[src/include/thermal_pkg.sv]
// constants for the thermal derating and fan control block
package thermal_pkg;
  // register byte addresses
  localparam logic [7:0] ADDR_CTRL     = 8'h00;
  localparam logic [7:0] ADDR_NOM_FREQ = 8'h04;
  localparam logic [7:0] ADDR_MIN_FREQ = 8'h08;
  localparam logic [7:0] ADDR_OFFSET   = 8'h0C;
  localparam logic [7:0] ADDR_FAN_TEMP = 8'h10;
  localparam logic [7:0] ADDR_STATUS   = 8'h14;
  // control register fields
  localparam int CTRL_FOC_BIT     = 0;
  localparam int CTRL_STANDBY_BIT = 1;
  localparam int CTRL_ILIM_BIT    = 2;
  localparam int CTRL_DOUT_LSB    = 8;
  localparam int CTRL_DOUT_W      = 8;
  localparam logic [7:0] DOUT_EXT_FAN = 8'h2B;
  // status register fields
  localparam int STAT_FREQ_LSB  = 0;
  localparam int STAT_HALF_BIT  = 8;
  localparam int STAT_FULL_BIT  = 9;
  localparam int STAT_FAULT_BIT = 10;
  localparam int STAT_EXT_BIT   = 11;
  // switching frequency in kHz
  localparam logic [4:0] FREQ_LOW     = 5'h02;
  localparam logic [4:0] FREQ_FOC_MIN = 5'h04;
  localparam logic [4:0] FREQ_HIGH    = 5'h10;
  localparam logic [4:0] FREQ_STEP    = 5'h02;
  localparam logic [4:0] NOM_CHAR_DEF = 5'h02;
  localparam logic [4:0] NOM_FOC_DEF  = 5'h04;
  localparam logic [4:0] MIN_DEF      = 5'h02;
  // temperatures in degC, 10 bit signed arithmetic
  localparam logic signed [9:0] OFFSET_MIN  = -10'sd25;
  localparam logic signed [9:0] OFFSET_MAX  = 10'sd0;
  localparam logic signed [9:0] OFFSET_DEF  = -10'sd4;
  localparam logic signed [9:0] FAN_ON_MIN  = 10'sd0;
  localparam logic signed [9:0] FAN_ON_MAX  = 10'sd60;
  localparam logic signed [9:0] FAN_ON_DEF  = 10'sd30;
  localparam logic signed [9:0] HYST        = 10'sd5;
  localparam logic signed [9:0] HS_SHUTOFF  = 10'sd90;
  localparam logic signed [9:0] INSIDE_ON   = 10'sd55;
  localparam logic signed [9:0] CAP_ON      = 10'sd60;
  localparam logic signed [9:0] CRITICAL    = 10'sd75;
  localparam logic signed [9:0] DEV_SHUTOFF = 10'sd85;
  // overload current fraction 7/8 = 87.5 %
  localparam int ILIM_NUM = 7;
  localparam int ILIM_DEN = 8;
  // evaluation period
  localparam int CLK_MHZ       = 100;
  localparam int EVAL_PERIOD_US = 1000;
  localparam int EVAL_CYCLES   = EVAL_PERIOD_US * CLK_MHZ;
  typedef enum logic [2:0] {
    FAN_OFF  = 3'b001,
    FAN_HALF = 3'b010,
    FAN_FULL = 3'b100
  } fan_state_e;
endpackage

[src/core/thermal_derating_fan_control.sv]
// switching frequency derating and two-stage fan control with apb registers
// Summary of operation
// adaptive switching frequency always stays between minimum and nominal setting
// minimum at or above nominal disables automatic reduction
// nominal defaults 2 kHz characteristic, 4 kHz field-oriented, at most 16 kHz
// minimum setting accepts 2 to 16 kHz, default 2 kHz
// reduce above heat-sink shut-off plus offset, offset -25..0, default -4
// step back up once heat sink is 5 degC below reduction threshold
// with full current limits, reduce above 87.5 % of 60 s overload current
// step up once current is below reference of next higher level
// inside, capacitor or heat sink above switch-on runs fans at half power
// digital output set to function 43 follows internal fan switch-on
// fixed inside and capacitor thresholds also start fans at half power
// critical temperature switches running fans to full power
// internal shut-off temperature raises a device fault
// fans stop only when all temperatures are 5 degC below their thresholds
// standby with enable low switches internal fans off
// configuring party keeps switching frequency at least ten times output frequency
// comparisons run periodically, frequency moves at most one level per evaluation (code jumps to nominal or band edge when disabled or out of band)
//
// Local design decisions: register access over APB and the placing of the registers.
`timescale 1ns/1ps
module thermal_derating_fan_control
  import thermal_pkg::*;
#(
  parameter int EVAL_PERIOD = EVAL_CYCLES
) (
  // clock and reset
  input  wire logic              pclk,
  input  wire logic              presetn,
  // apb slave
  input  wire logic              psel,
  input  wire logic              penable,
  input  wire logic              pwrite,
  input  wire logic [7:0]        paddr,
  input  wire logic [31:0]       pwdata,
  output logic [31:0]            prdata,
  output logic                   pready,
  output logic                   pslverr,
  // sensors and power stage
  input  wire logic signed [7:0] heatsink_temp,
  input  wire logic signed [7:0] inside_temp,
  input  wire logic signed [7:0] cap_temp,
  input  wire logic [15:0]       output_current,
  input  wire logic [15:0]       overload_current,
  input  wire logic [15:0]       next_level_current,
  input  wire logic              drive_enable,
  // outputs
  output logic [4:0]             switch_freq_khz,
  output logic [4:0]             next_level_khz,
  output logic                   fan_half,
  output logic                   fan_full,
  output logic                   ext_fan_out,
  output logic                   device_fault
);
  logic              tick;
  logic              foc_mode;
  logic              standby_en;
  logic              ilim_full;
  logic [7:0]        dout_func;
  logic [4:0]        nom_freq;
  logic [4:0]        min_freq;
  logic signed [9:0] derate_offset;
  logic signed [9:0] fan_on_temp;
  logic signed [9:0] hs_t;
  logic signed [9:0] in_t;
  logic signed [9:0] cp_t;
  logic signed [9:0] derate_thr;
  logic              reduce_en;
  logic              hot;
  logic              cool;
  logic              over_i;
  logic              under_i;
  logic [19:0]       cur_scaled;
  logic [19:0]       lim_scaled;
  logic [4:0]        next_freq;
  logic              wr_en;
  logic              rd_en;
  logic              mapped;
  logic [2:0]        on_above;
  logic [2:0]        on_active;
  logic [1:0]        fix_above;
  logic [1:0]        fix_active;
  logic              start_fans;
  logic              keep_fans;
  logic              critical;
  logic              shutoff;
  logic              fault_clr;
  fan_state_e        fan_state;
  fan_state_e        next_fan_state;

  eval_tick #(.PERIOD(EVAL_PERIOD)) u_tick (
    .pclk    (pclk),
    .presetn (presetn),
    .tick    (tick)
  );

  function automatic logic [4:0] clamp_freq(input logic [31:0] v, input logic [4:0] lo);
    if (v < 32'(lo)) begin
      clamp_freq = lo;
    end else if (v > 32'(FREQ_HIGH)) begin
      clamp_freq = FREQ_HIGH;
    end else begin
      clamp_freq = v[4:0];
    end
  endfunction

  function automatic logic signed [9:0] clamp_temp(input logic [31:0] v,
                                                   input logic signed [9:0] lo,
                                                   input logic signed [9:0] hi);
    logic signed [31:0] t;
    t = $signed(v);
    if (t < 32'(lo)) begin
      clamp_temp = lo;
    end else if (t > 32'(hi)) begin
      clamp_temp = hi;
    end else begin
      clamp_temp = t[9:0];
    end
  endfunction

  // apb: zero wait states, error on unmapped address
  assign pready = 1'b1;
  assign wr_en  = psel && penable && pwrite;
  assign rd_en  = psel && !pwrite;

  always_comb begin
    if (paddr == ADDR_CTRL) begin
      mapped = 1'b1;
    end else if (paddr == ADDR_NOM_FREQ) begin
      mapped = 1'b1;
    end else if (paddr == ADDR_MIN_FREQ) begin
      mapped = 1'b1;
    end else if (paddr == ADDR_OFFSET) begin
      mapped = 1'b1;
    end else if (paddr == ADDR_FAN_TEMP) begin
      mapped = 1'b1;
    end else if (paddr == ADDR_STATUS) begin
      mapped = 1'b1;
    end else begin
      mapped = 1'b0;
    end
  end
  assign pslverr = psel && penable && !mapped;

  // configuration writes, with range clamping on the frequency, offset and fan temperature settings
  always_ff @(posedge pclk or negedge presetn) begin
    if (!presetn) begin
      foc_mode      <= 1'b0;
      standby_en    <= 1'b0;
      ilim_full     <= 1'b1;
      dout_func     <= 8'h00;
      nom_freq      <= NOM_CHAR_DEF;
      min_freq      <= MIN_DEF;
      derate_offset <= OFFSET_DEF;
      fan_on_temp   <= FAN_ON_DEF;
    end else if (wr_en && mapped) begin
      if (paddr == ADDR_CTRL) begin
        foc_mode   <= pwdata[CTRL_FOC_BIT];
        standby_en <= pwdata[CTRL_STANDBY_BIT];
        ilim_full  <= pwdata[CTRL_ILIM_BIT];
        dout_func  <= pwdata[CTRL_DOUT_LSB +: CTRL_DOUT_W];
        if (pwdata[CTRL_FOC_BIT] != foc_mode) begin
          nom_freq <= pwdata[CTRL_FOC_BIT] ? NOM_FOC_DEF : NOM_CHAR_DEF;
        end
      end else if (paddr == ADDR_NOM_FREQ) begin
        nom_freq <= clamp_freq(pwdata, foc_mode ? FREQ_FOC_MIN : FREQ_LOW);
      end else if (paddr == ADDR_MIN_FREQ) begin
        min_freq <= clamp_freq(pwdata, FREQ_LOW);
      end else if (paddr == ADDR_OFFSET) begin
        derate_offset <= clamp_temp(pwdata, OFFSET_MIN, OFFSET_MAX);
      end else if (paddr == ADDR_FAN_TEMP) begin
        fan_on_temp <= clamp_temp(pwdata, FAN_ON_MIN, FAN_ON_MAX);
      end
    end
  end

  // read data register
  always_ff @(posedge pclk or negedge presetn) begin
    if (!presetn) begin
      prdata <= 32'h00000000;
    end else if (rd_en && !penable) begin
      prdata <= 32'h00000000;
      if (paddr == ADDR_CTRL) begin
        prdata[CTRL_FOC_BIT]                <= foc_mode;
        prdata[CTRL_STANDBY_BIT]            <= standby_en;
        prdata[CTRL_ILIM_BIT]               <= ilim_full;
        prdata[CTRL_DOUT_LSB +: CTRL_DOUT_W] <= dout_func;
      end else if (paddr == ADDR_NOM_FREQ) begin
        prdata[4:0] <= nom_freq;
      end else if (paddr == ADDR_MIN_FREQ) begin
        prdata[4:0] <= min_freq;
      end else if (paddr == ADDR_OFFSET) begin
        prdata <= 32'($signed(derate_offset));
      end else if (paddr == ADDR_FAN_TEMP) begin
        prdata <= 32'($signed(fan_on_temp));
      end else if (paddr == ADDR_STATUS) begin
        prdata[STAT_FREQ_LSB +: 5] <= switch_freq_khz;
        prdata[STAT_HALF_BIT]      <= fan_half;
        prdata[STAT_FULL_BIT]      <= fan_full;
        prdata[STAT_FAULT_BIT]     <= device_fault;
        prdata[STAT_EXT_BIT]       <= ext_fan_out;
      end
    end
  end

  // derating decisions
  assign hs_t       = 10'(heatsink_temp);
  assign in_t       = 10'(inside_temp);
  assign cp_t       = 10'(cap_temp);
  assign reduce_en  = min_freq < nom_freq;
  assign derate_thr = HS_SHUTOFF + derate_offset;
  assign hot        = hs_t > derate_thr;
  assign cool       = hs_t < derate_thr - HYST;
  assign cur_scaled = 20'(output_current) * 20'(ILIM_DEN);
  assign lim_scaled = 20'(overload_current) * 20'(ILIM_NUM);
  assign over_i     = ilim_full && (cur_scaled > lim_scaled);
  assign under_i    = !ilim_full || (output_current < next_level_current);

  always_comb begin
    if (switch_freq_khz + FREQ_STEP > nom_freq) begin
      next_level_khz = nom_freq;
    end else begin
      next_level_khz = switch_freq_khz + FREQ_STEP;
    end
  end

  always_comb begin
    next_freq = switch_freq_khz;
    if (!reduce_en) begin
      next_freq = nom_freq;
    end else if (switch_freq_khz > nom_freq) begin
      next_freq = nom_freq;
    end else if (switch_freq_khz < min_freq) begin
      next_freq = min_freq;
    end else if (hot || over_i) begin
      if (switch_freq_khz >= min_freq + FREQ_STEP) begin
        next_freq = switch_freq_khz - FREQ_STEP;
      end else begin
        next_freq = min_freq;
      end
    end else if (cool && under_i) begin
      next_freq = next_level_khz;
    end
  end

  // one level per evaluation in band with reduction on, else straight to nominal or band edge
  always_ff @(posedge pclk or negedge presetn) begin
    if (!presetn) begin
      switch_freq_khz <= NOM_CHAR_DEF;
    end else if (tick) begin
      switch_freq_khz <= next_freq;
    end
  end

  // fan thresholds: switch-on temperature for all three sensors
  genvar g;
  generate
    for (g = 0; g < 3; g++) begin : g_on
      hyst_cmp u_cmp (
        .pclk    (pclk),
        .presetn (presetn),
        .tick    (tick),
        .value   (g == 0 ? hs_t : (g == 1 ? in_t : cp_t)),
        .on_thr  (fan_on_temp),
        .hyst    (HYST),
        .above   (on_above[g]),
        .active  (on_active[g])
      );
    end
  endgenerate

  // fixed internal thresholds for inside and capacitor
  hyst_cmp u_fix_in (
    .pclk    (pclk),
    .presetn (presetn),
    .tick    (tick),
    .value   (in_t),
    .on_thr  (INSIDE_ON),
    .hyst    (HYST),
    .above   (fix_above[0]),
    .active  (fix_active[0])
  );
  hyst_cmp u_fix_cap (
    .pclk    (pclk),
    .presetn (presetn),
    .tick    (tick),
    .value   (cp_t),
    .on_thr  (CAP_ON),
    .hyst    (HYST),
    .above   (fix_above[1]),
    .active  (fix_active[1])
  );

  assign start_fans = |on_above || |fix_above;
  assign keep_fans  = |on_active || |fix_active;
  assign critical   = hs_t >= CRITICAL || in_t >= CRITICAL || cp_t >= CRITICAL;
  assign shutoff    = hs_t >= DEV_SHUTOFF || in_t >= DEV_SHUTOFF ||
                      cp_t >= DEV_SHUTOFF;

  always_comb begin
    next_fan_state = fan_state;
    case (fan_state)
      FAN_OFF: begin
        if (start_fans) begin
          next_fan_state = FAN_HALF;
        end
      end
      FAN_HALF: begin
        if (critical) begin
          next_fan_state = FAN_FULL;
        end else if (!start_fans && !keep_fans) begin
          next_fan_state = FAN_OFF;
        end
      end
      FAN_FULL: begin
        if (!start_fans && !keep_fans) begin
          next_fan_state = FAN_OFF;
        end else if (!critical) begin
          next_fan_state = FAN_HALF;
        end
      end
      default: next_fan_state = FAN_OFF;
    endcase
  end

  always_ff @(posedge pclk or negedge presetn) begin
    if (!presetn) begin
      fan_state <= FAN_OFF;
    end else if (tick) begin
      fan_state <= next_fan_state;
    end
  end

  // fan outputs, fan_half and fan_full gated off in standby, ext_fan_out not
  always_ff @(posedge pclk or negedge presetn) begin
    if (!presetn) begin
      fan_half    <= 1'b0;
      fan_full    <= 1'b0;
      ext_fan_out <= 1'b0;
    end else begin
      fan_half    <= fan_state == FAN_HALF && !(standby_en && !drive_enable);
      fan_full    <= fan_state == FAN_FULL && !(standby_en && !drive_enable);
      ext_fan_out <= dout_func == DOUT_EXT_FAN && fan_state != FAN_OFF;
    end
  end

  // sticky fault, a new shut-off event wins over a clear
  assign fault_clr = wr_en && paddr == ADDR_STATUS && pwdata[STAT_FAULT_BIT];
  always_ff @(posedge pclk or negedge presetn) begin
    if (!presetn) begin
      device_fault <= 1'b0;
    end else if (shutoff) begin
      device_fault <= 1'b1;
    end else if (fault_clr) begin
      device_fault <= 1'b0;
    end
  end

  a_freq_band: assert property (@(posedge pclk) disable iff (!presetn)
    reduce_en && $past(tick) && $past(reduce_en) && $past(nom_freq) == nom_freq &&
    $past(min_freq) == min_freq |-> switch_freq_khz inside {[min_freq:nom_freq]})
    else $error("switching frequency outside band");
  a_no_reduce: assert property (@(posedge pclk) disable iff (!presetn)
    tick && !reduce_en |=> switch_freq_khz == $past(nom_freq))
    else $error("reduction active while disabled");
  a_nom_range: assert property (@(posedge pclk) disable iff (!presetn)
    nom_freq <= FREQ_HIGH && nom_freq >= (foc_mode ? FREQ_FOC_MIN : FREQ_LOW))
    else $error("nominal frequency out of range");
  a_min_range: assert property (@(posedge pclk) disable iff (!presetn)
    min_freq inside {[FREQ_LOW:FREQ_HIGH]})
    else $error("minimum frequency out of range");
  a_hot_reduce: assert property (@(posedge pclk) disable iff (!presetn)
    tick && reduce_en && hot && switch_freq_khz > min_freq &&
    switch_freq_khz <= nom_freq |=> switch_freq_khz < $past(switch_freq_khz))
    else $error("no reduction above threshold");
  a_step_one: assert property (@(posedge pclk) disable iff (!presetn)
    tick && reduce_en && switch_freq_khz inside {[min_freq:nom_freq]} |=>
    switch_freq_khz + FREQ_STEP >= $past(switch_freq_khz) &&
    switch_freq_khz <= $past(switch_freq_khz) + FREQ_STEP)
    else $error("frequency moved more than one level");
  a_up_cool: assert property (@(posedge pclk) disable iff (!presetn)
    $past(tick) && switch_freq_khz > $past(switch_freq_khz) && $past(reduce_en) &&
    $past(switch_freq_khz) >= $past(min_freq) |->
    $past(cool) && $past(under_i) && !$past(hot) && !$past(over_i))
    else $error("frequency raised while not cool");
  a_fault_set: assert property (@(posedge pclk) disable iff (!presetn)
    shutoff |=> device_fault)
    else $error("fault not raised at shut-off");
  a_standby_off: assert property (@(posedge pclk) disable iff (!presetn)
    standby_en && !drive_enable |=> !fan_half && !fan_full)
    else $error("fans running in standby");
  a_ext_fan: assert property (@(posedge pclk) disable iff (!presetn)
    dout_func == DOUT_EXT_FAN && fan_state != FAN_OFF |=> ext_fan_out)
    else $error("external fan output missing");
endmodule

[src/core/eval_tick.sv]
// divider giving a one-cycle evaluation enable
`timescale 1ns/1ps
module eval_tick #(
  parameter int PERIOD = 100000
) (
  // clock and reset
  input  wire logic pclk,
  input  wire logic presetn,
  // enable pulse
  output logic      tick
);
  logic [31:0] count;

  always_ff @(posedge pclk or negedge presetn) begin
    if (!presetn) begin
      count <= 32'h00000000;
      tick  <= 1'b0;
    end else if (count >= 32'(PERIOD - 1)) begin
      count <= 32'h00000000;
      tick  <= 1'b1;
    end else begin
      count <= count + 32'h00000001;
      tick  <= 1'b0;
    end
  end
endmodule

[src/core/hyst_cmp.sv]
// comparator with switch-on threshold and switch-off hysteresis
`timescale 1ns/1ps
module hyst_cmp (
  // clock and reset
  input  wire logic              pclk,
  input  wire logic              presetn,
  input  wire logic              tick,
  // compare
  input  wire logic signed [9:0] value,
  input  wire logic signed [9:0] on_thr,
  input  wire logic signed [9:0] hyst,
  output logic                   above,
  output logic                   active
);
  assign above = value > on_thr;

  // active sets above the threshold and clears only hyst below it
  always_ff @(posedge pclk or negedge presetn) begin
    if (!presetn) begin
      active <= 1'b0;
    end else if (tick) begin
      if (above) begin
        active <= 1'b1;
      end else if (value < on_thr - hyst) begin
        active <= 1'b0;
      end
    end
  end
endmodule

[config.mk]
export PLATFORM = sky130hd
export DESIGN_NAME = thermal_derating_fan_control
export DESIGN_NICKNAME = d
export VERILOG_FILES = /design/src/include/thermal_pkg.sv /design/src/core/thermal_derating_fan_control.sv /design/src/core/eval_tick.sv /design/src/core/hyst_cmp.sv
export SDC_FILE = /design/constraint.sdc
export NUM_CORES = 1
export LEC_CHECK = 0
export ABC_AREA = 1
export CAP_MARGIN = 15
export CORE_UTILIZATION = 45
export CTS_BUF_LIST = sky130_fd_sc_hd__clkbuf_2
export CTS_CLUSTER_SIZE = 10
export DETAILED_ROUTE_END_ITERATION = 10
export DONT_BUFFER_PORTS = 1
export GPL_TIMING_DRIVEN = 0
export PLACE_DENSITY = 0.57
export SYNTH_ARGS = -nofsm -noshare
export SYNTH_HDL_FRONTEND = slang
export SYNTH_HIERARCHICAL = 1
export SYNTH_SLANG_ARGS = --single-unit
export TNS_END_PERCENT = 20
[constraint.sdc]
create_clock -name pclk -period 5 [get_ports pclk]
set_input_delay 0.75 -clock pclk [delete_from_list [all_inputs] [get_ports pclk]]
set_output_delay 0.75 -clock pclk [all_outputs]
set_load 0.05 [all_outputs]
==> impl_metrics.py, run 1 <==
metrics = {
    "grt": {
        "grt.overflow.total": 0,
        "antenna_found_initial": 1,
        "grt_pass1_vias": 11745,
        "grt_pass1_wl_um": 55900,
        "grt_max_degree": 109,
        "grt.total_usage_pct": 22.1,
    },
    "worst_setup_path": {
        "critPathCaptureType": "output pin",
        "crit_path_start": "switch_freq_khz[3]",
        "reg2reg_slack_ns": 1.24,
        "cp.buffers_inverters": 3,
        "r2r-end": "fan_state[1]",
        "critPathRequiredTime_ns": 4.25,
        "cpPeakStageDelay_ns": 0.86,
        "cp_max_fo": 6,
        "r2r_cells": 15,
        "arrival_ns": 3.75,
        "crit_path_top_delay_cell": "dfrtp_1",
        "cp_cell_sequence": "clkbuf_1 -> nand3_1 -> xor2_1 -> inv_1 -> ha_1 -> nand2_1 -> nor2_1 -> nand2_1 -> nand3_1 -> nand2_1 -> nand2_1 -> nand2_1 -> inv_1",
        "crit_type": "reg2out",
        "critPathTopFamily": "simple AND/OR/NAND/NOR gates",
        "worst-path-stages": 13,
        "crit_top_cell": "nand2_1",
        "crit_path_end": "next_level_khz[4]",
        "r2r_start": "fan_on_temp[3]",
        "startpoint_type": "flop",
    },
    "die": {
        "die_area_um2": 31700,
        "coreArea_um2": 30500,
        "ios": 166,
        "fp.dieW_um": 178,
        "start_util_pct": 45.7,
        "die_h_um": 178,
        "placementRows": 64,
    },
    "power_and_ir_drop": {
        "peakVddDrop_mv": 0.228,
        "leakagePower_uw": 0.00797,
        "p_int_uw": 1710,
        "clkPwrFrac_pct": 11.4,
        "switchingPower_uw": 1810,
        "pwr-share-comb_pct": 55.7,
        "switching_share_pct": 51.3,
        "p_per_area_nw_per_um2": 235,
        "seqPwrFrac_pct": 32.9,
    },
    "synth": {
        "yosysWarnings": 6,
        "yosysTopAreaCell": "ha_1",
        "ys_types": 57,
        "ys_seq_elements": 108,
        "synthTopCellsByArea": "ha_1 22%, dfrtp_1 16%, nand2_1 13%",
        "synth_area_um2": 13900,
        "async_reset_ff_share_pct": 100,
        "syn_area_per_cell_um2": 7.01,
        "yosysSeqAreaShare_pct": 19.5,
        "synthFlopType": "dfrtp_1",
        "netlist_instances": 1988,
        "synth_top_area_share_pct": 21.6,
        "synth_enable_flop_cells": 0,
    },
    "hold_path": {
        "hp-start": "pwdata[9]",
        "worstHoldPathType": "in2reg",
    },
    "route": {
        "viasPerCell": 4.95,
        "drc_errors": 0,
        "drt_iter0_markers": 515,
        "vias": 12430,
        "drtAntennaViolNets": 0,
        "wire_per_inst_um": 13.6,
        "first_pass_iters": 7,
        "wirelength_um": 34200,
    },
    "cts": {
        "clock_latency_ns": 0.65,
        "cts.sinks": 108,
        "cts_root_buf": "clkbuf_2",
        "cts_buffer_depth": 2,
        "h-tree-depth": 3,
        "cts_resized": 0,
        "path_clk_slew_ns": 0.33,
        "cts_tree": "yes",
        "numCtsBuffers": 9,
    },
    "placed_design": {
        "hpwlAfterDp_um": 27900,
        "port_buffers": 0,
        "routabilityCongestion": 0.839,
        "dp.cells": 2491,
    },
    "finish": {
        "drive_gt1_share_pct": 5.63,
        "fin_nets": 2488,
        "final_core_util_pct": 49.1,
        "area_growth_pct": 7.51,
        "stdcell_count": 2510,
    },
    "sta": {
        "period_share_pct": 89.9,
        "max_freq_mhz": 222,
        "max_slew_margin_pct": 39.5,
        "rsz0062_at_grt": "false",
        "setup_tns_ns": 0,
        "worst_pin_slew_ns": 0.907,
        "maxSlewViolCount": 0,
        "setup_viol": 0,
        "hold_viol": 0,
        "min_period_ns": 4.50,
        "clock_skew_ns": 0.0501,
    },
    "flow_run": {
        "maxCapViolations": 0,
    },
    "status": {
        "status": "finished, final reports clean",
    },
}
registers in the layout, indices dropped and copies added, names as in the netlist, 3 cells and up:
signal and cells:
g_on.u_cmp/active 3, dout_func 8, derate_offset 10, min_freq 5
prdata 17, fan_on_temp 10, nom_freq 5, switch_freq_khz 5
fan_state 3, u_tick/count 32
stage by stage:
step	worst slack [ns]	total power (uW)	instance area [um^2]	hold slack, ns
after floorplan	0.857	2750	14300	0.430
after global placement	0.251	3050	14800	0.449
after detailed placement	0.226	3090	14800	0.453
after CTS	0.451	3530	15000	0.150
after global routing	0.234	3880	15000	0.157
final	0.505	3520	15000	0.204
worst min path at each step:
stage	end	slack, ns	cells after the start
2_1_floorplan	ext_fan_out	0.43	1
3_3_place_gp	u_tick/count[0]	0.45	1
3_5_place_dp	u_tick/count[0]	0.45	1
4_1_cts	nom_freq[1]	0.15	3
5_1_grt	dout_func[1]	0.16	2
6_report	dout_func[1]	0.20	2
repair_timing:
item | 4_1_cts | 5_1_grt
hold endpoints to repair | 108 | 0
hold buffers | 2 | 0
buffers inserted | 0 | 0
cell type report:
cell class	instances	area [um^2]
Clock buffer	9	45.0
Multi-Input combinational cell	1610	10100
Sequential cell	108	2720
Antenna cell	1	2.50
Tap cell	396	495
Buffer	26	181
Fill cell	3140	15500
Timing Repair Buffer	4	48.8
Inverter	349	1310
Clock inverter	7	61.3
synth_stat cells, drive strengths merged, types with 23 or more instances:
cell,instances
nand2,489
ha,241
nand3,129
a21oi,129
nor2,148
dfrtp,91
nand4,44
buf,23
xnor2,36
nor3,27
inv,329
o21ai,84
xor2,50
power by group through the flow:
| stage | sequential [uW] | combinational (uW) | clock, uW |
|---|---|---|---|
| after floorplan | 1130 | 1620 | 0 |
| after global placement | 1170 | 1880 | 0 |
| after detailed placement | 1170 | 1920 | 0 |
| after CTS | 1160 | 1940 | 420 |
| after global routing | 1170 | 2270 | 447 |
| final | 1160 | 1960 | 400 |
cells by family after synthesis:
logic type / count (synthesis) / share of synthesized area (%)
adder cells (fa/ha/maj): 262 / 24.6
flip-flops: 108 / 19.5
AND/OR/NAND/NOR: 860 / 27.0
AO/OA/AOI/OAI: 294 / 12.7
buffers and inverters: 375 / 10.7
XOR/XNOR: 86 / 5.40
other: 3 / 0.0808
cell usage in the layout (no fill, tap or decap), types with 50 or more instances in the layout:
cell type and instances:
nor2_1 138, inv_1 321, xor2_1 50, nand3_1 126
o21ai_0 60, a21oi_1 122, conb_1 108, ha_1 241
dfrtp_1 91, nand2_1 479
layer usage:
metal | vias up | routed length [um] | track usage, %
met3 | 23 | 1640 | 3.13
met2 | 225 | 15300 | 36.6
met4 | 0 | 380 | 4.34
li1 | 6627 | - | -
met1 | 5555 | 16900 | 30.6
met5 | - | 0 | 0
No activity file was read; power rests on OpenSTA's default activity.
==> inputs of run 2 (changes only) <==
==> constraint.sdc (replaced) <==
create_clock -name pclk -period 5 [get_ports pclk]
set_input_delay 0.25 -clock pclk [delete_from_list [all_inputs] [get_ports pclk]]
set_output_delay 0.25 -clock pclk [all_outputs]
set_load 0.05 [all_outputs]
==> impl_metrics.py, run 2 (synthesis gave the netlist of run 1 again) <==
metrics = {
    "finish": {
        "stdcell_count": 2549,
        "area_growth_pct": 10.3,
        "nFillCells": 3113,
        "regMostFlops": "u_tick/count",
        "fin_nets": 2527,
        "drive_gt1_share_pct": 5.53,
        "final_cell_mix": "479 x nand2_1, 321 x inv_1, 241 x ha_1",
        "reg_top3": "u_tick/count x32, prdata x17",
        "largest_reg_flops": 32,
        "final_common_cell": "nand2_1",
    },
    "worst_setup_path": {
        "crit_top_cell": "nand2_1",
        "reg2reg_slack_ns": 1.34,
        "critPathTopFamily": "simple AND/OR/NAND/NOR gates",
        "crit_type": "reg2out",
        "crit_path_top_delay_cell": "dfrtp_1",
        "arrival_ns": 3.73,
        "cpPeakStageDelay_ns": 0.86,
        "cp.buffers_inverters": 3,
        "r2r_cells": 15,
        "r2r-end": "fan_state[1]",
        "critPathCaptureType": "output pin",
        "cp_max_fo": 6,
        "startpoint_type": "flop",
        "r2r_start": "fan_on_temp[3]",
        "critPathRequiredTime_ns": 4.75,
        "cp_cell_sequence": "clkbuf_1 -> nand3_1 -> xor2_1 -> inv_1 -> ha_1 -> nand2_1 -> nor2_1 -> nand2_1 -> nand3_1 -> nand2_1 -> nand2_1 -> nand2_1 -> inv_1",
    },
    "status": {
        "status": "finished, final reports clean",
    },
    "cts": {
        "postCtsSetupBuffers": 0,
        "cts_tree": "yes",
        "h-tree-depth": 3,
        "cts_buffer_depth": 2,
        "path_clk_slew_ns": 0.33,
        "numCtsBuffers": 9,
        "cts.sinks": 108,
        "hold_buffers": 41,
        "cts_root_buf": "clkbuf_2",
        "cts_resized": 0,
        "clock_latency_ns": 0.64,
    },
    "sta": {
        "worst_pin_slew_ns": 0.903,
        "setup_viol": 0,
        "maxSlewViolCount": 0,
        "max_slew_margin_pct": 39.6,
        "min_period_ns": 3.98,
        "clock_skew_ns": 0.0470,
        "setup_tns_ns": 0,
        "rsz0062_at_grt": "false",
        "max_freq_mhz": 251,
        "hold_viol": 0,
        "fin_ws_ns": 1.02,
        "whs_ns": 0.0559,
        "period_share_pct": 79.7,
    },
    "route": {
        "drt_iter0_markers": 460,
        "drtAntennaViolNets": 0,
        "drc_errors": 0,
        "viasPerCell": 4.94,
        "vias": 12596,
        "wire_per_inst_um": 13.7,
        "wirelength_um": 34900,
        "first_pass_iters": 5,
    },
    "grt": {
        "grt_pass1_vias": 11942,
        "grt_max_degree": 109,
        "antenna_found_initial": 1,
        "grt.total_usage_pct": 22.6,
        "grt.overflow.total": 0,
        "grt_pass1_wl_um": 57000,
    },
    "placed_design": {
        "hpwlAfterDp_um": 27900,
        "post-place-ws_ns": 0.726,
        "routabilityCongestion": 0.839,
        "dp.cells": 2491,
        "port_buffers": 0,
    },
    "die": {
        "placementRows": 64,
        "ios": 166,
        "coreArea_um2": 30500,
        "fp.dieW_um": 178,
        "die_area_um2": 31700,
        "die_h_um": 178,
        "start_util_pct": 45.7,
    },
    "power_and_ir_drop": {
        "p_total_uw": 3540,
        "leakagePower_uw": 0.00814,
        "p_per_area_nw_per_um2": 230,
        "peakVddDrop_mv": 0.228,
    },
    "hold_path": {
        "hp-start": "cap_temp[7]",
        "holdPathStages": 5,
        "min_to": "g_on[2].u_cmp/active",
        "worstHoldPathType": "in2reg",
    },
    "flow_run": {
        "maxCapViolations": 0,
    },
}
==> run 2: cell types whose count changed in the layout (fill, tap and decap cells not counted), sizes merged <==
| cell | previous run | this run |
|---|---|---|
| dlygate4sd3 | 1 | 40 |
==> run 2: area by class of cell <==
type / instances / area (um^2) / area share (%)
diodes: 1 / 2.50 / 0.0163
well taps: 396 / 495 / 3.22
clock inverters: 7 / 61.3 / 0.399
multi-input cells: 1610 / 10100 / 65.8
clock buffers: 9 / 45.0 / 0.293
plain buffers: 26 / 181 / 1.18
inverters: 349 / 1310 / 8.52
repair buffers: 43 / 439 / 2.86
flip-flops and latches: 108 / 2720 / 17.7
==> run 2: metal layers <==
metal	track usage, %	vias up	wire [um]
met4	4.74	0	453
met5	0	-	0
li1	-	6694	-
met3	3.20	25	1700
met2	37.1	234	15600
met1	31.2	5643	17100
==> run 2: how the worst max path moves through the flow <==
stage	from	to	cells after the start
after CTS	switch_freq_khz[3]	next_level_khz[4]	13
after global placement	switch_freq_khz[3]	switch_freq_khz[0]	17
after detailed placement	overload_current[0]	switch_freq_khz[2]	25
final	switch_freq_khz[3]	next_level_khz[4]	13
after floorplan	switch_freq_khz[3]	switch_freq_khz[0]	17
after global routing	switch_freq_khz[3]	next_level_khz[3]	13
==> run 2: worst register-to-register path, stage by stage (launching register included) <==
cell	delay [ns]
dfstp_2	0.85
inv_1	0.10
ha_1	0.30
nand2_1	0.07
nor4_1	0.25
nand3_1	0.13
and2_1	0.18
nor3_1	0.21
nand2_1	0.14
nor4_1	0.62
nor2_1	0.13
a21oi_1	0.14
o21ai_0	0.14
inv_1	0.15
o21ai_0	0.09
o21ai_0	0.10
==> run 2: metrics by stage <==
step | utilization, % | instance area, um^2
floorplan | - | 14300
global placement | 48.6 | 14800
detailed placement | 48.6 | 14800
CTS | 50.4 | 15400
global route | 50.4 | 15400
finish | 50.4 | 15400
==> run 2: power by group <==
group | internal (uW) | switching, uW | total, uW
sequential | 945 | 212 | 1160
combinational | 701 | 1280 | 1980
clock | 79.4 | 321 | 400
total | 1730 | 1820 | 3540
==> inputs of run 3 (changes only) <==
PLACE_DENSITY = 0.59   (was 0.57)
clock period = 3.3 ns   (was 5 ns; I/O delays follow)
==> impl_metrics.py, run 3 (synthesis gave the netlist of run 1 again) <==
metrics = {
    "route": {
        "wire_per_inst_um": 13.9,
        "drtAntennaViolNets": 0,
        "viasPerCell": 5.03,
        "vias": 13159,
        "first_pass_iters": 5,
        "wirelength_um": 36400,
        "drt_iter0_markers": 684,
        "drc_errors": 0,
    },
    "status": {
        "status": "finished, final reports clean",
    },
    "worst_setup_path": {
        "critPathRequiredTime_ns": 3.13,
        "r2r_start": "derate_offset[3]",
        "cp_max_fo": 8,
        "startpoint_type": "flop",
        "reg2reg_slack_ns": 0.13,
        "r2r_cells": 19,
        "r2r-end": "switch_freq_khz[1]",
        "crit_path_start": "switch_freq_khz[1]",
        "critPathCaptureType": "output pin",
        "arrival_ns": 3.05,
        "crit_path_end": "next_level_khz[1]",
        "crit_type": "reg2out",
    },
    "finish": {
        "final_cell_mix": "460 x nand2_1, 314 x inv_1, 230 x ha_1",
        "final_common_cell": "nand2_1",
        "nFillCells": 3015,
        "regMostFlops": "u_tick/count",
        "drive_gt1_share_pct": 11.0,
        "largest_reg_flops": 32,
        "multi_input_area_um2": 10600,
        "seqCellArea_um2": 2760,
        "final_core_util_pct": 54.3,
        "fin_nets": 2593,
        "area_growth_pct": 18.7,
        "reg_top3": "u_tick/count x32, prdata x17",
    },
    "grt": {
        "grt.overflow.total": 0,
        "grt_max_degree": 109,
        "antenna_found_initial": 1,
        "grt_pass1_wl_um": 58700,
        "grt.total_usage_pct": 23.2,
        "grt_pass1_vias": 12339,
    },
    "placed_design": {
        "port_buffers": 0,
        "hpwlAfterDp_um": 28000,
        "routabilityCongestion": 0.892,
    },
    "sta": {
        "whs_ns": 0.0376,
        "max_slew_margin_pct": 27.1,
        "hold_viol": 0,
        "max_freq_mhz": 311,
        "min_period_ns": 3.21,
        "worst_pin_slew_ns": 1.09,
        "clock_skew_ns": 0.0460,
        "maxSlewViolCount": 0,
        "rsz0062_at_grt": "true",
        "setup_viol": 0,
        "period_share_pct": 97.4,
    },
    "die": {
        "coreArea_um2": 30500,
        "ios": 166,
        "die_h_um": 178,
        "fp.dieW_um": 178,
        "die_area_um2": 31700,
        "start_util_pct": 45.7,
        "placementRows": 64,
    },
    "cts": {
        "clock_latency_ns": 0.68,
        "cts_tree": "yes",
        "numCtsBuffers": 9,
        "cts_buffer_depth": 2,
        "h-tree-depth": 3,
        "cts_root_buf": "clkbuf_2",
        "cts.sinks": 108,
        "path_clk_slew_ns": 0.33,
    },
    "power_and_ir_drop": {
        "peakVddDrop_mv": 0.465,
        "p_per_area_nw_per_um2": 365,
        "leakagePower_uw": 0.00848,
    },
    "hold_path": {
        "worstHoldPathType": "in2reg",
    },
    "flow_run": {
        "maxCapViolations": 0,
    },
}
==> run 3: cell count changes in the layout (fill, tap and decap cells not counted), sizes merged <==
cell / before / now
buf: 26 / 60
bufinv: 0 / 1
dlygate4sd3: 40 / 70
dlymetal6s4s: 0 / 2
clkbuf: 12 / 13
inv: 334 / 328
clkinv: 22 / 21
clkinvlp: 0 / 5
==> run 3: worst min path at each step <==
stage	start	end	slack, ns	cells after the start
floorplan	presetn	derate_offset[0]	-0.13	0
global placement	presetn	switch_freq_khz[0]	-0.12	0
detailed placement	presetn	switch_freq_khz[0]	-0.11	0
CTS	heatsink_temp[4]	g_on[0].u_cmp/active	0.0007	8
global route	heatsink_temp[4]	g_on[0].u_cmp/active	0.08	8
finish	heatsink_temp[4]	g_on[0].u_cmp/active	0.04	8
==> run 3: power by group <==
part	internal (uW)	switching, uW
registers	1450	338
clock network	197	512
logic	1360	2190
total	3000	3040
==> run 3: cell type report <==
type,count,area share (%)
antenna,1,0.0151
buffer,26,1.18
clock buffer,10,0.302
clock inverter,6,0.484
inverter,349,8.04
multi-input combinational,1610,64.0
sequential,108,16.6
tap,396,2.99
timing repair buffer,109,6.36
==> run 3: through the flow <==
stage | worst slack, ns | total power (uW) | cells | TNS [ns] | instance area [um^2]
3_5_place_dp | -0.664 | 4670 | 2489 | -3.68 | 14900
2_1_floorplan | -0.0315 | 4190 | 2093 | -0.0932 | 14400
5_1_grt | -0.0737 | 6590 | 2615 | -0.504 | 16600
4_1_cts | -0.00689 | 5750 | 2584 | -0.0127 | 16000
6_report | 0.0868 | 6040 | 2615 | 0 | 16600
3_3_place_gp | -0.644 | 4620 | 2489 | -3.31 | 14900
==> run 3: per-layer routing <==
layer | vias to the layer above | GRT usage, % | share of wire (%)
met5 | - | 0 | 0
met4 | 0 | 6.62 | 1.9
met3 | 54 | 3.11 | 5.0
met2 | 313 | 39.6 | 47
met1 | 5965 | 30.4 | 47
li1 | 6827 | - | -
==> run 3: timing repair <==
item	CTS	global route
setup endpoints to repair	13	16
hold endpoints to repair	172	0
pin swaps	2	34
buffers inserted	6	31
resized for setup	41	76
hold buffers	73	0
==> run 3: critical path: stages, from the launching register on <==
cell	delay, ns
dfstp_4	0.86
nand3_4	0.11
xor2_2	0.18
inv_1	0.10
ha_4	0.23
nand2_2	0.10
o21bai_4	0.13
nand3_4	0.12
nand2_4	0.13
nand2_1	0.09
nand2_2	0.12
clkinvlp_4	0.24
